<file path="src/shared/xta_pkg.sv">
// Constants, types and states for the X.21 call state and ready-for-data alignment block.
package xta_pkg;

    localparam int unsigned CLK_HZ       = 40_000_000;
    localparam int unsigned GUARD_MS     = 100;
    localparam int unsigned GUARD_CYCLES = CLK_HZ / 1000 * GUARD_MS;
    localparam logic [4:0]  PATTERN_BITS = 5'h18;
    localparam logic [4:0]  RFD_BITS     = 5'h10;
    localparam logic [15:0] CALLING_ALIGN_TIMEOUT_BITS = 16'h1F40;
    localparam logic [15:0] CALLED_ALIGN_TIMEOUT_BITS  = 16'h1F40;

    typedef enum logic [2:0] {
        MSG_NONE,
        MSG_CONNECT,
        MSG_CONN_ACK,
        MSG_RELEASE,
        MSG_REL_COMPLETE,
        MSG_DISCONNECT
    } xta_msg_code_t;

    typedef struct packed {
        logic          valid;
        xta_msg_code_t code;
    } xta_msg_t;

    typedef enum logic [3:0] {
        ST_READY,
        ST_OUTGOING,
        ST_INCOMING,
        ST_WAIT_ACK,
        ST_DELIVER,
        ST_CONN_PROG,
        ST_ECHO,
        ST_RFD_WAIT,
        ST_RFD,
        ST_DATA,
        ST_CLEAR_CONF,
        ST_CLEAR_IND,
        ST_MP_CLEAR,
        ST_DCE_READY
    } xta_state_t;

endpackage : xta_pkg

</file>
<file path="src/verilog/xta_call_align.sv">
// Terminal adaptor call state mapping and 64 kbit/s ready-for-data alignment.
`timescale 1ns/1ps
`default_nettype none
module xta_call_align
    import xta_pkg::*;
#(
    parameter int unsigned GUARD_CYC = GUARD_CYCLES
) (
    input  wire logic     ref_clk,
    input  wire logic     reset_n,
    input  wire logic     clk_en,
    input  wire logic     bit_tick,
    input  wire logic     octet_tick,
    input  wire logic     byte_timing_en,
    input  wire logic     opt_guard_en,
    input  wire logic     early_switch,
    input  wire logic     dte_t,
    input  wire logic     dte_c,
    input  wire logic     b_rx,
    input  wire logic     call_placed,
    input  wire logic     call_offered,
    input  wire logic     dce_info_busy,
    input  wire xta_msg_t net_msg,
    input  wire logic     msg_out_ready,
    output logic          dce_r,
    output logic          dce_i,
    output logic          b_tx,
    output logic          b_through,
    output logic          call_ref_free,
    output xta_msg_t      msg_out
);

    function automatic logic dte_is(input logic t, input logic c, input logic want_t, input logic want_c);
        dte_is = (t == want_t) && (c == want_c);
    endfunction : dte_is

    xta_state_t    state;
    xta_state_t    next_state;
    logic          next_push;
    xta_msg_code_t next_code;
    logic [1:0]    t_sync;
    logic [1:0]    c_sync;
    logic          dte_t_s;
    logic          dte_c_s;
    logic          tick;
    logic          calling;
    logic [4:0]    ones_cnt;
    logic [4:0]    bit_cnt;
    logic [15:0]   tmo_cnt;
    logic [21:0]   guard_cnt;
    logic          guard_done;
    logic          detected;
    logic          timed_out;
    logic          net_disc;
    logic          in_call;
    xta_msg_t      tail;
    logic          buf_ready;
    logic          pop;

    assign dte_t_s    = t_sync[1];
    assign dte_c_s    = c_sync[1];
    assign tick       = clk_en && bit_tick;
    assign detected   = (ones_cnt == PATTERN_BITS) && (calling ? guard_done : 1'b1);
    assign timed_out  = tmo_cnt == (calling ? CALLING_ALIGN_TIMEOUT_BITS : CALLED_ALIGN_TIMEOUT_BITS);
    assign net_disc   = net_msg.valid && (net_msg.code == MSG_DISCONNECT);
    assign in_call    = (state != ST_READY) && (state != ST_CLEAR_CONF) && (state != ST_CLEAR_IND)
                        && (state != ST_MP_CLEAR) && (state != ST_DCE_READY);
    assign buf_ready  = !tail.valid;
    assign pop        = msg_out.valid && msg_out_ready;

    // Terminal pins are asynchronous to the network timing.
    always_ff @(posedge ref_clk or negedge reset_n) begin
        if (!reset_n) begin
            t_sync <= 2'h3;
            c_sync <= 2'h0;
        end else if (clk_en) begin
            t_sync <= {t_sync[0], dte_t};
            c_sync <= {c_sync[0], dte_c};
        end
    end

    // A message is only emitted while the buffer has room, so back-pressure holds the state.
    always_comb begin
        next_state = state;
        next_push  = 1'b0;
        next_code  = MSG_NONE;
        if (in_call && net_disc && buf_ready) begin
            next_state = ST_CLEAR_IND;
            next_push  = 1'b1;
            next_code  = MSG_RELEASE;
        end else if (in_call && state != ST_INCOMING && dte_is(dte_t_s, dte_c_s, 1'b0, 1'b0) && buf_ready) begin
            next_state = ST_CLEAR_CONF;
            next_push  = 1'b1;
            next_code  = MSG_DISCONNECT;
        end else begin
            case (state)
                ST_READY: begin
                    if (call_placed) begin
                        next_state = ST_OUTGOING;
                    end else if (call_offered) begin
                        next_state = ST_INCOMING;
                    end
                end
                ST_OUTGOING: begin
                    if (net_msg.valid && net_msg.code == MSG_CONNECT) begin
                        next_state = ST_DELIVER;
                    end
                end
                ST_INCOMING: begin
                    if (dte_is(dte_t_s, dte_c_s, 1'b1, 1'b1) && buf_ready) begin
                        next_state = ST_WAIT_ACK;
                        next_push  = 1'b1;
                        next_code  = MSG_CONNECT;
                    end
                end
                ST_WAIT_ACK: begin
                    if (net_msg.valid && net_msg.code == MSG_CONN_ACK) begin
                        next_state = ST_DELIVER;
                    end else if (net_msg.valid && net_msg.code == MSG_RELEASE) begin
                        next_state = ST_MP_CLEAR;
                    end
                end
                ST_DELIVER: begin
                    if (!dce_info_busy) begin
                        next_state = ST_CONN_PROG;
                    end
                end
                ST_CONN_PROG: begin
                    if (calling && detected) begin
                        next_state = ST_ECHO;
                    end else if (detected || timed_out || early_switch) begin
                        next_state = ST_RFD_WAIT;
                    end
                end
                ST_ECHO: begin
                    // Echo of the pattern for 24 bits.
                    if (tick && bit_cnt == PATTERN_BITS - 5'h01) begin
                        next_state = ST_RFD_WAIT;
                    end
                end
                ST_RFD_WAIT: begin
                    // With byte timing, indication only turns on at an octet boundary.
                    // Without byte timing it still waits for a bit boundary, so ready for data spans whole bits.
                    if (byte_timing_en ? (clk_en && octet_tick) : tick) begin
                        next_state = ST_RFD;
                    end
                end
                ST_RFD: begin
                    // Ready for data holds 16 bit times.
                    if (tick && bit_cnt == RFD_BITS - 5'h01) begin
                        next_state = ST_DATA;
                    end
                end
                ST_DATA: begin
                    next_state = ST_DATA;
                end
                ST_CLEAR_CONF: begin
                    if (net_msg.valid && net_msg.code == MSG_RELEASE && buf_ready) begin
                        next_state = ST_DCE_READY;
                        next_push  = 1'b1;
                        next_code  = MSG_REL_COMPLETE;
                    end
                end
                ST_CLEAR_IND: begin
                    if (net_msg.valid && net_msg.code == MSG_REL_COMPLETE) begin
                        next_state = ST_DCE_READY;
                    end
                end
                ST_MP_CLEAR: begin
                    // Wait for clear confirmation, then release complete.
                    if (dte_is(dte_t_s, dte_c_s, 1'b0, 1'b0) && buf_ready) begin
                        next_state = ST_DCE_READY;
                        next_push  = 1'b1;
                        next_code  = MSG_REL_COMPLETE;
                    end
                end
                ST_DCE_READY: begin
                    // Terminal back to ready returns the interface to idle.
                    if (dte_is(dte_t_s, dte_c_s, 1'b1, 1'b0)) begin
                        next_state = ST_READY;
                    end
                end
                default: begin
                    next_state = ST_READY;
                end
            endcase
        end
    end

    always_ff @(posedge ref_clk or negedge reset_n) begin
        if (!reset_n) begin
            state <= ST_READY;
        end else if (clk_en) begin
            state <= next_state;
        end
    end

    always_ff @(posedge ref_clk or negedge reset_n) begin
        if (!reset_n) begin
            calling <= 1'b0;
        end else if (clk_en && state == ST_READY) begin
            calling <= call_placed;
        end
    end

    // Consecutive ones counter restarts on a zero.
    always_ff @(posedge ref_clk or negedge reset_n) begin
        if (!reset_n) begin
            ones_cnt <= 5'h00;
        end else if (state != ST_CONN_PROG) begin
            if (clk_en) begin
                ones_cnt <= 5'h00;
            end
        end else if (tick) begin
            if (!b_rx) begin
                ones_cnt <= 5'h00;
            end else if (ones_cnt != PATTERN_BITS) begin
                ones_cnt <= ones_cnt + 5'h01;
            end
        end
    end

    // Optional guard delays the caller's search.
    always_ff @(posedge ref_clk or negedge reset_n) begin
        if (!reset_n) begin
            guard_cnt  <= 22'h00_0000;
            guard_done <= 1'b0;
        end else if (clk_en) begin
            if (state == ST_OUTGOING || state == ST_READY) begin
                guard_cnt  <= 22'h00_0000;
                guard_done <= !opt_guard_en;
            end else if (!guard_done) begin
                guard_cnt  <= guard_cnt + 22'h00_0001;
                guard_done <= guard_cnt == 22'(GUARD_CYC - 1);
            end
        end
    end

    // The timeout counts bit times in connection in progress only.
    always_ff @(posedge ref_clk or negedge reset_n) begin
        if (!reset_n) begin
            tmo_cnt <= 16'h0000;
        end else if (clk_en && state != ST_CONN_PROG) begin
            tmo_cnt <= 16'h0000;
        end else if (tick && !timed_out) begin
            tmo_cnt <= tmo_cnt + 16'h0001;
        end
    end

    always_ff @(posedge ref_clk or negedge reset_n) begin
        if (!reset_n) begin
            bit_cnt <= 5'h00;
        end else if (clk_en && next_state != state) begin
            bit_cnt <= 5'h00;
        end else if (tick) begin
            bit_cnt <= bit_cnt + 5'h01;
        end
    end

    // Outputs follow the next state, so they line up with the state register.
    always_ff @(posedge ref_clk or negedge reset_n) begin
        if (!reset_n) begin
            dce_r     <= 1'b1;
            dce_i     <= 1'b0;
            b_tx      <= 1'b1;
            b_through <= 1'b0;
        end else if (clk_en) begin
            // Idle lines are one and OFF.
            dce_r     <= !(next_state == ST_CLEAR_CONF || next_state == ST_CLEAR_IND || next_state == ST_MP_CLEAR);
            dce_i     <= next_state == ST_RFD;
            b_through <= next_state == ST_DATA;
            // Ones are the default pattern outside data, delivery and the caller's connection in progress.
            b_tx      <= 1'b1;
            if (next_state == ST_DATA) begin
                // Data transfer stays transparent until clearing.
                dce_r <= b_rx;
                b_tx  <= dte_t_s;
            end else if (next_state == ST_DELIVER || (next_state == ST_CONN_PROG && calling)) begin
                // Zeros while DCE information is delivered.
                b_tx <= 1'b0;
            end
        end
    end

    always_ff @(posedge ref_clk or negedge reset_n) begin
        if (!reset_n) begin
            call_ref_free <= 1'b0;
        end else if (clk_en) begin
            call_ref_free <= next_push && next_code == MSG_REL_COMPLETE;
        end
    end

    // Two-entry buffer toward the D-channel; a stalled receiver loses no message.
    always_ff @(posedge ref_clk or negedge reset_n) begin
        if (!reset_n) begin
            msg_out <= '0;
            tail    <= '0;
        end else if (clk_en) begin
            if (next_push && !pop) begin
                if (!msg_out.valid) begin
                    msg_out <= '{valid: 1'b1, code: next_code};
                end else begin
                    tail <= '{valid: 1'b1, code: next_code};
                end
            end else if (pop && !next_push) begin
                msg_out <= tail;
                tail    <= '0;
            end else if (pop && next_push) begin
                if (tail.valid) begin
                    msg_out <= tail;
                    tail    <= '{valid: 1'b1, code: next_code};
                end else begin
                    msg_out <= '{valid: 1'b1, code: next_code};
                end
            end
        end
    end
endmodule : xta_call_align
`default_nettype wire

</file>
<file path="config.mk">
export PLATFORM = sky130hd
export DESIGN_NAME = xta_call_align
export DESIGN_NICKNAME = d
export VERILOG_FILES = /design/src/shared/xta_pkg.sv /design/src/verilog/xta_call_align.sv
export SDC_FILE = /design/constraint.sdc
export NUM_CORES = 1
export LEC_CHECK = 0
export ABC_AREA = 1
export BUFFER_PORTS_ARGS = -buffer_cell sky130_fd_sc_hd__buf_2
export CORE_ASPECT_RATIO = 1.1
export CORE_UTILIZATION = 47
export CTS_BUF_LIST = sky130_fd_sc_hd__clkbuf_8
export DETAILED_ROUTE_END_ITERATION = 8
export GPL_TIMING_DRIVEN = 0
export REMOVE_ABC_BUFFERS = 1
export SYNTH_ARGS = -nofsm -noshare
export SYNTH_HDL_FRONTEND = slang
export SYNTH_SLANG_ARGS = --single-unit
</file>
<file path="constraint.sdc">
create_clock -name ref_clk -period 3.04 [get_ports ref_clk]
set_input_delay 0.304 -clock ref_clk [delete_from_list [all_inputs] [get_ports ref_clk]]
set_output_delay 0.304 -clock ref_clk [all_outputs]
set_load 0.01 [all_outputs]
</file>
Word-level counts from Yosys, hierarchy flattened
Cells that the tools add are included.

$add $sub $neg: 4. Equal/unequal tests: 44. Multiplexer cells: 59. Bitwise logic cells: 2. Reduce and logical (&&, ||, !) cells: 61.

Operators with widths (number): $mux 4 (26); $pmux 4 s14 (1); $eq 4x4->1 const B (11); $mux 22 (2); $logic_and 1x1->1 (36); $mux 5 (7); $mux 16 (2); $eq 4x3->1 const B (6); $add 22x1->22 const B (1); $eq 22x22->1 const B (1); $mux 3 (6); $add 16x1->16 const B (1); $eq 16x13->1 const B (1); $ne 4x4->1 const B (4); $mux 1 (13); $add 5x1->5 const B (2); $eq 5x5->1 const B (2); $eq 3x3->1 const B (3); $pmux 3 s3 (1); $reduce_and 3->1 (3); $eq 4x2->1 const B (2); $eq 3x2->1 const B (2); $logic_not 1->1 (6); $logic_or 1x1->1 (6); 18 further kinds (25).

Bits in registers: 71. Bits of input ports: 19. Word-level logic and storage cells: 188.

Longest topological paths before layout
Word-level depth: 15. Mapped depth: 19. Mapped depth without buffers: 19.

Worst setup path after synthesis
Ideal clock, no wire load.

Path type: register to register. Start: register state[1]. End: register tail[2] (netlist bit). Library setup time: 0.083 ns. Data arrival time: 2.164 ns. Slack: 0.793 ns. Cell stages (with the launch flop): 18. Path buffers: 1. Period minus slack after synthesis: 2.247 ns. Path through: dfrtp_1 -> buf_6 -> inv_2 -> nor2_2 -> nand2_1 -> nand2_1 -> nor2_1 -> nand3_2 -> nand2_2 -> nor2_2 -> nand2_2 -> inv_1 -> ha_1 -> nor2_1 -> o21ai_0 -> nor2_1 -> nand3_1 -> o21ai_0.

Longest elaborated chain between the ends: 14. Elaborated cells on any way between the ends: 37. Classes of those cells: eq/ne (9); mux (11); reduce/logical (17).

RTL lines: start: declaration (line xta_call_align.sv:37) `xta_state_t state;`; start signal: assignment (line xta_call_align.sv:194) `state <= next_state;`; $ne 4x4->1 / $reduce_bool 4->1 (equally long branches) (line xta_call_align.sv:66) `assign in_call = (state != ST_READY) && (state != ST_CLEAR_CONF) && (state != ST_CLEAR_IND)`; $logic_and 1x1->1 (2 in a row) (line xta_call_align.sv:66); $logic_and 1x1->1 (2 in a row) (line xta_call_align.sv:67) `&& (state != ST_MP_CLEAR) && (state != ST_DCE_READY);`; $logic_and 1x1->1 (3 in a row) (line xta_call_align.sv:91) `end else if (in_call && state != ST_INCOMING && dte_is(dte_t_s, dte_c_s, 1'b0, 1'b0) && buf_ready) begin`; $mux 3 / $mux 1 (equally long branches) (line xta_call_align.sv:91); $mux 3 / $mux 1 (equally long branches) (line xta_call_align.sv:87) `if (in_call && net_disc && buf_ready) begin`; $mux 4 / $logic_not 1->1 (equally long branches) (line xta_call_align.sv:309, xta_call_align.sv:305); $mux 4 / $logic_and 1x1->1 (equally long branches) (line xta_call_align.sv:308, xta_call_align.sv:305); $mux 4 / $reduce_bool 3->1 (equally long branches); $mux 4 / $reduce_and 4->1 (equally long branches); end signal: assignment (line xta_call_align.sv:303) `tail <= '{valid: 1'b1, code: next_code};`; end signal: assignment (line xta_call_align.sv:311) `tail <= '{valid: 1'b1, code: next_code};`; end: declaration (line xta_call_align.sv:56) `xta_msg_t tail;`.

Parallel ways exist; a longest one is shown, timed or not. The select of a mux whose other input is x is not followed. A chain may end at the register's enable or synchronous reset.

Worst setup path after layout
Start: register state[1]. End: register msg_out[0] (netlist bit).

Longest elaborated chain between the ends: 14. Elaborated cells on any way between the ends: 36. Classes of those cells: eq/ne (9); mux (11); reduce/logical (16).

RTL lines: $ne 4x4->1 / $reduce_bool 4->1 (equally long branches) (line xta_call_align.sv:66); $logic_and 1x1->1 (2 in a row) (line xta_call_align.sv:66); $logic_and 1x1->1 (2 in a row) (line xta_call_align.sv:67); $logic_and 1x1->1 (3 in a row) (line xta_call_align.sv:91); $mux 3 / $mux 1 (equally long branches) (line xta_call_align.sv:91); $mux 3 / $mux 1 (equally long branches) (line xta_call_align.sv:87); $mux 3 / $logic_not 1->1 (equally long branches) (line xta_call_align.sv:309, xta_call_align.sv:305); $mux 4 / $logic_and 1x1->1 (equally long branches) (line xta_call_align.sv:308, xta_call_align.sv:305); $mux 4 / $reduce_bool 3->1 (equally long branches); $mux 4 / $reduce_and 3->1 (equally long branches); end signal: assignment (line xta_call_align.sv:301) `msg_out <= '{valid: 1'b1, code: next_code};`; end signal: assignment (line xta_call_align.sv:306) `msg_out <= tail;`; end signal: assignment (line xta_call_align.sv:310) `msg_out <= tail;`; end: declaration (line xta_call_align.sv:30) `output xta_msg_t msg_out`.

Parallel ways exist; a longest one is shown, timed or not. The select of a mux whose other input is x is not followed.

==> metrics <==
Cell Rows 36; startpoint types flop; core area 9010 sq um; Final Setup Violations 0; Layout Skew 0.0145 ns; largest net degree at the start of global routing 53; critical path class flop to flop; post-synthesis register bit count 71; average wire per standard cell 13.0 um; critical path data required time 3.28 ns; Post-synth EDFFs 0; DR iter-0 viols 159; GRT Total Usage 22.0%; Tightest Pin Transition 0.536 ns; antenna violations before repair 1; critical path endpoint category flop; Avg Synthesized Cell Area 7.26 sq um; CP arrival 2.98 ns; CTS Sinks 71; Buffers on Ports 27; Async S/R FF share, synth 100%; Hold Crit Class input port to flop; Reg2Reg Setup Slack 0.31 ns; placer's final routability congestion estimate 0.966; most common cell in the netlist nand2_1; clk buf depth 2; vias in the first global route 3,822; clock slew at reported path FFs 0.08 ns; Synth cell types 40; share of layout cells above drive strength 1 16.7%; Worst-Skew Late Latency 0.35 ns; crit path from state[1]$_DFFE_PN0P_; TritonCTS clock tree done; TNS Setup 0 ns; HPWL Detailed 7590 um; Min Hold Slack 0.148 ns; Max Clk Rate 0.366 GHz; RSZ-0062 raised after global routing false; DR pass1 iterations 4; Vias 3,944; Cell Pwr Density 722 nW/um^2; Ys Warns 0; Root Buffer clkbuf_8; initial core utilization 49.4%; htree depth 3; P&R area growth vs syn 10.5%; routing usage on met1 27.7%; final slew viol count 0; HP Start opt_guard_en; slew margin rel. 64.2%; outcome finished clean; post-CTS setup buffers 0; crit path max fanout 9; Synth area leaders dfrtp_1 (38%), nand2_1 (10%), inv_1 (7.1%); NumNets Final 675; Post-synth top flop dfrtp_1; DR DRC count 0; die height 104 um; peak supply drop 277 uV; vias per cell 5.16; total gr overflow 0; grt met2 use 36.3%; synth cell count leaders nand2_1 (123), inv_1 (84), nor2_1 (71); crit share post-route 90.0%; I/O pins 28; first-pass GRT wire length 17,100 um; number of max-cap violations 0; cell taking the most area after synthesis dfrtp_1; ANT nets after route 0; die area 9870 sq um; Yosys top cell area share 37.7%; M3 GR Usage 4.68%; Hold Vio Cnt, Final 0; die width 94.8 um; Seq/Total Area, Yosys 40.0%; Antenna diodes 0; fin crit period 2.73 ns; Mapped Area 4450 sq um; Syn Inst Count 613; WL final 9940 um; Layout fillers 899; busiest grt layer met2; P_leak 2.37 nW; total CTS buffers 9; Worst R2R Start state[1]$_DFFE_PN0P_
[state kept, by name (all words and copies together) (netlist names)]
register       cells
b_through          1
b_tx               1
bit_cnt            5
c_sync             2
call_ref_free      1
calling            1
dce_i              1
dce_r              1
guard_cnt         22
guard_done         1
msg_out            4
ones_cnt           5
state              4
t_sync             2
tail               4
tmo_cnt           16
[what timing repair did]
action	CTS	global route
hold buffers	1	0
endpoints found under the setup margin	0	4
gates resized for setup	0	2
endpoints found under the hold margin	19	0
[cell families (layout without fill, tap and decap cells)]
kind of cell	after synthesis	count (layout)	share of synthesized area, %
flip-flops	71	71	40.0
buffers and inverters	103	141	8.94
adder cells (fa/ha/maj)	10	10	2.81
XOR/XNOR	5	5	0.984
AND/OR/NAND/NOR	331	331	35.6
AO/OA/AOI/OAI	93	93	11.6
[final timing paths]
kind | to | depth (start not counted)
max | msg_out[0]$_DFFE_PN0P_ | 17
min | guard_done$_DFFE_PN0P_ | 2
max reg2reg | msg_out[0]$_DFFE_PN0P_ | 17
min reg2reg | t_sync[0]$_DFFE_PN1P_ | 2
max in group asynchronous | t_sync[0]$_DFFE_PN1P_ | 3
min in group asynchronous | bit_cnt[1]$_DFFE_PN0P_ | 2
[layout make-up]
type	count	area [sq um]	area share, %
Sequential cell	71	1780	36.2
Tap cell	114	143	2.90
Inverter	96	360	7.33
Clock buffer	11	151	3.08
Clock inverter	5	31.3	0.636
Multi-Input combinational cell	439	2270	46.3
Timing Repair Buffer	29	175	3.56
[worst max-delay path, cell delays in order, from the launching register on]
cell and delay, ns:
dfrtp_1 0.64, inv_2 0.14, nor2_2 0.18, nand2_1 0.12, nand2_1 0.11, nor2_1 0.07, nand3_2 0.16, nand2_2 0.09
nor2_2 0.13, nand2_2 0.09, inv_1 0.08, ha_1 0.18, nor2_1 0.06, nor2_1 0.18, inv_1 0.10, nor2_1 0.10
o21ai_1 0.08, o21a_1 0.11
[stage by stage]
stage | setup WS [ns] | util (%) | std cells | instance area (sq um) | total power, W
finish | 0.305 | 54.6 | 765 | 4920 | 0.00355
global route | 0.0189 | 54.6 | 765 | 4920 | 0.00387
CTS | 0.213 | 54.6 | 765 | 4910 | 0.00358
detailed placement | 0.250 | 52.4 | 748 | 4720 | 0.00286
global placement | 0.192 | 52.1 | 747 | 4690 | 0.00283
floorplan | 0.728 | - | 606 | 4410 | 0.00246
[metal layers]
layer | share of wire, % | up-vias | routed length, um
li1 | - | 2056 | -
met1 | 46 | 1792 | 4600
met4 | 2.5 | 2 | 248
met2 | 48 | 69 | 4720
met3 | 3.6 | 25 | 357
met5 | 0.13 | - | 13
[layout by cell type (no fill, tap or decap), types with 2 or more instances in the layout]
master	instances
nand2_1	123
inv_1	84
nor2_1	70
dfrtp_1	67
nand3_1	44
o21ai_0	41
a21oi_1	33
buf_2	26
nor3_1	19
nand2_2	16
nor2_2	15
nand4_1	11
clkbuf_8	11
inv_2	10
nor4_1	10
ha_1	10
nand3_2	7
nor2_4	5
o21a_1	5
xor2_1	4
dfstp_2	4
nand2_4	3
a211oi_1	3
clkinv_2	3
nor3_2	2
clkinv_1	2
o21bai_1	2
nor3b_1	2
o211ai_1	2
o21ai_1	2
[power by group]
| part | leakage [nW] | total, W | internal (W) | switching, W |
|---|---|---|---|---|
| logic | 1.33 | 0.00160 | 0.000510 | 0.00109 |
| registers | 0.945 | 0.00124 | 0.00110 | 0.000138 |
| clock network | 0.0955 | 0.000715 | 0.000340 | 0.000375 |
Power figures use the tool's default switching activity.
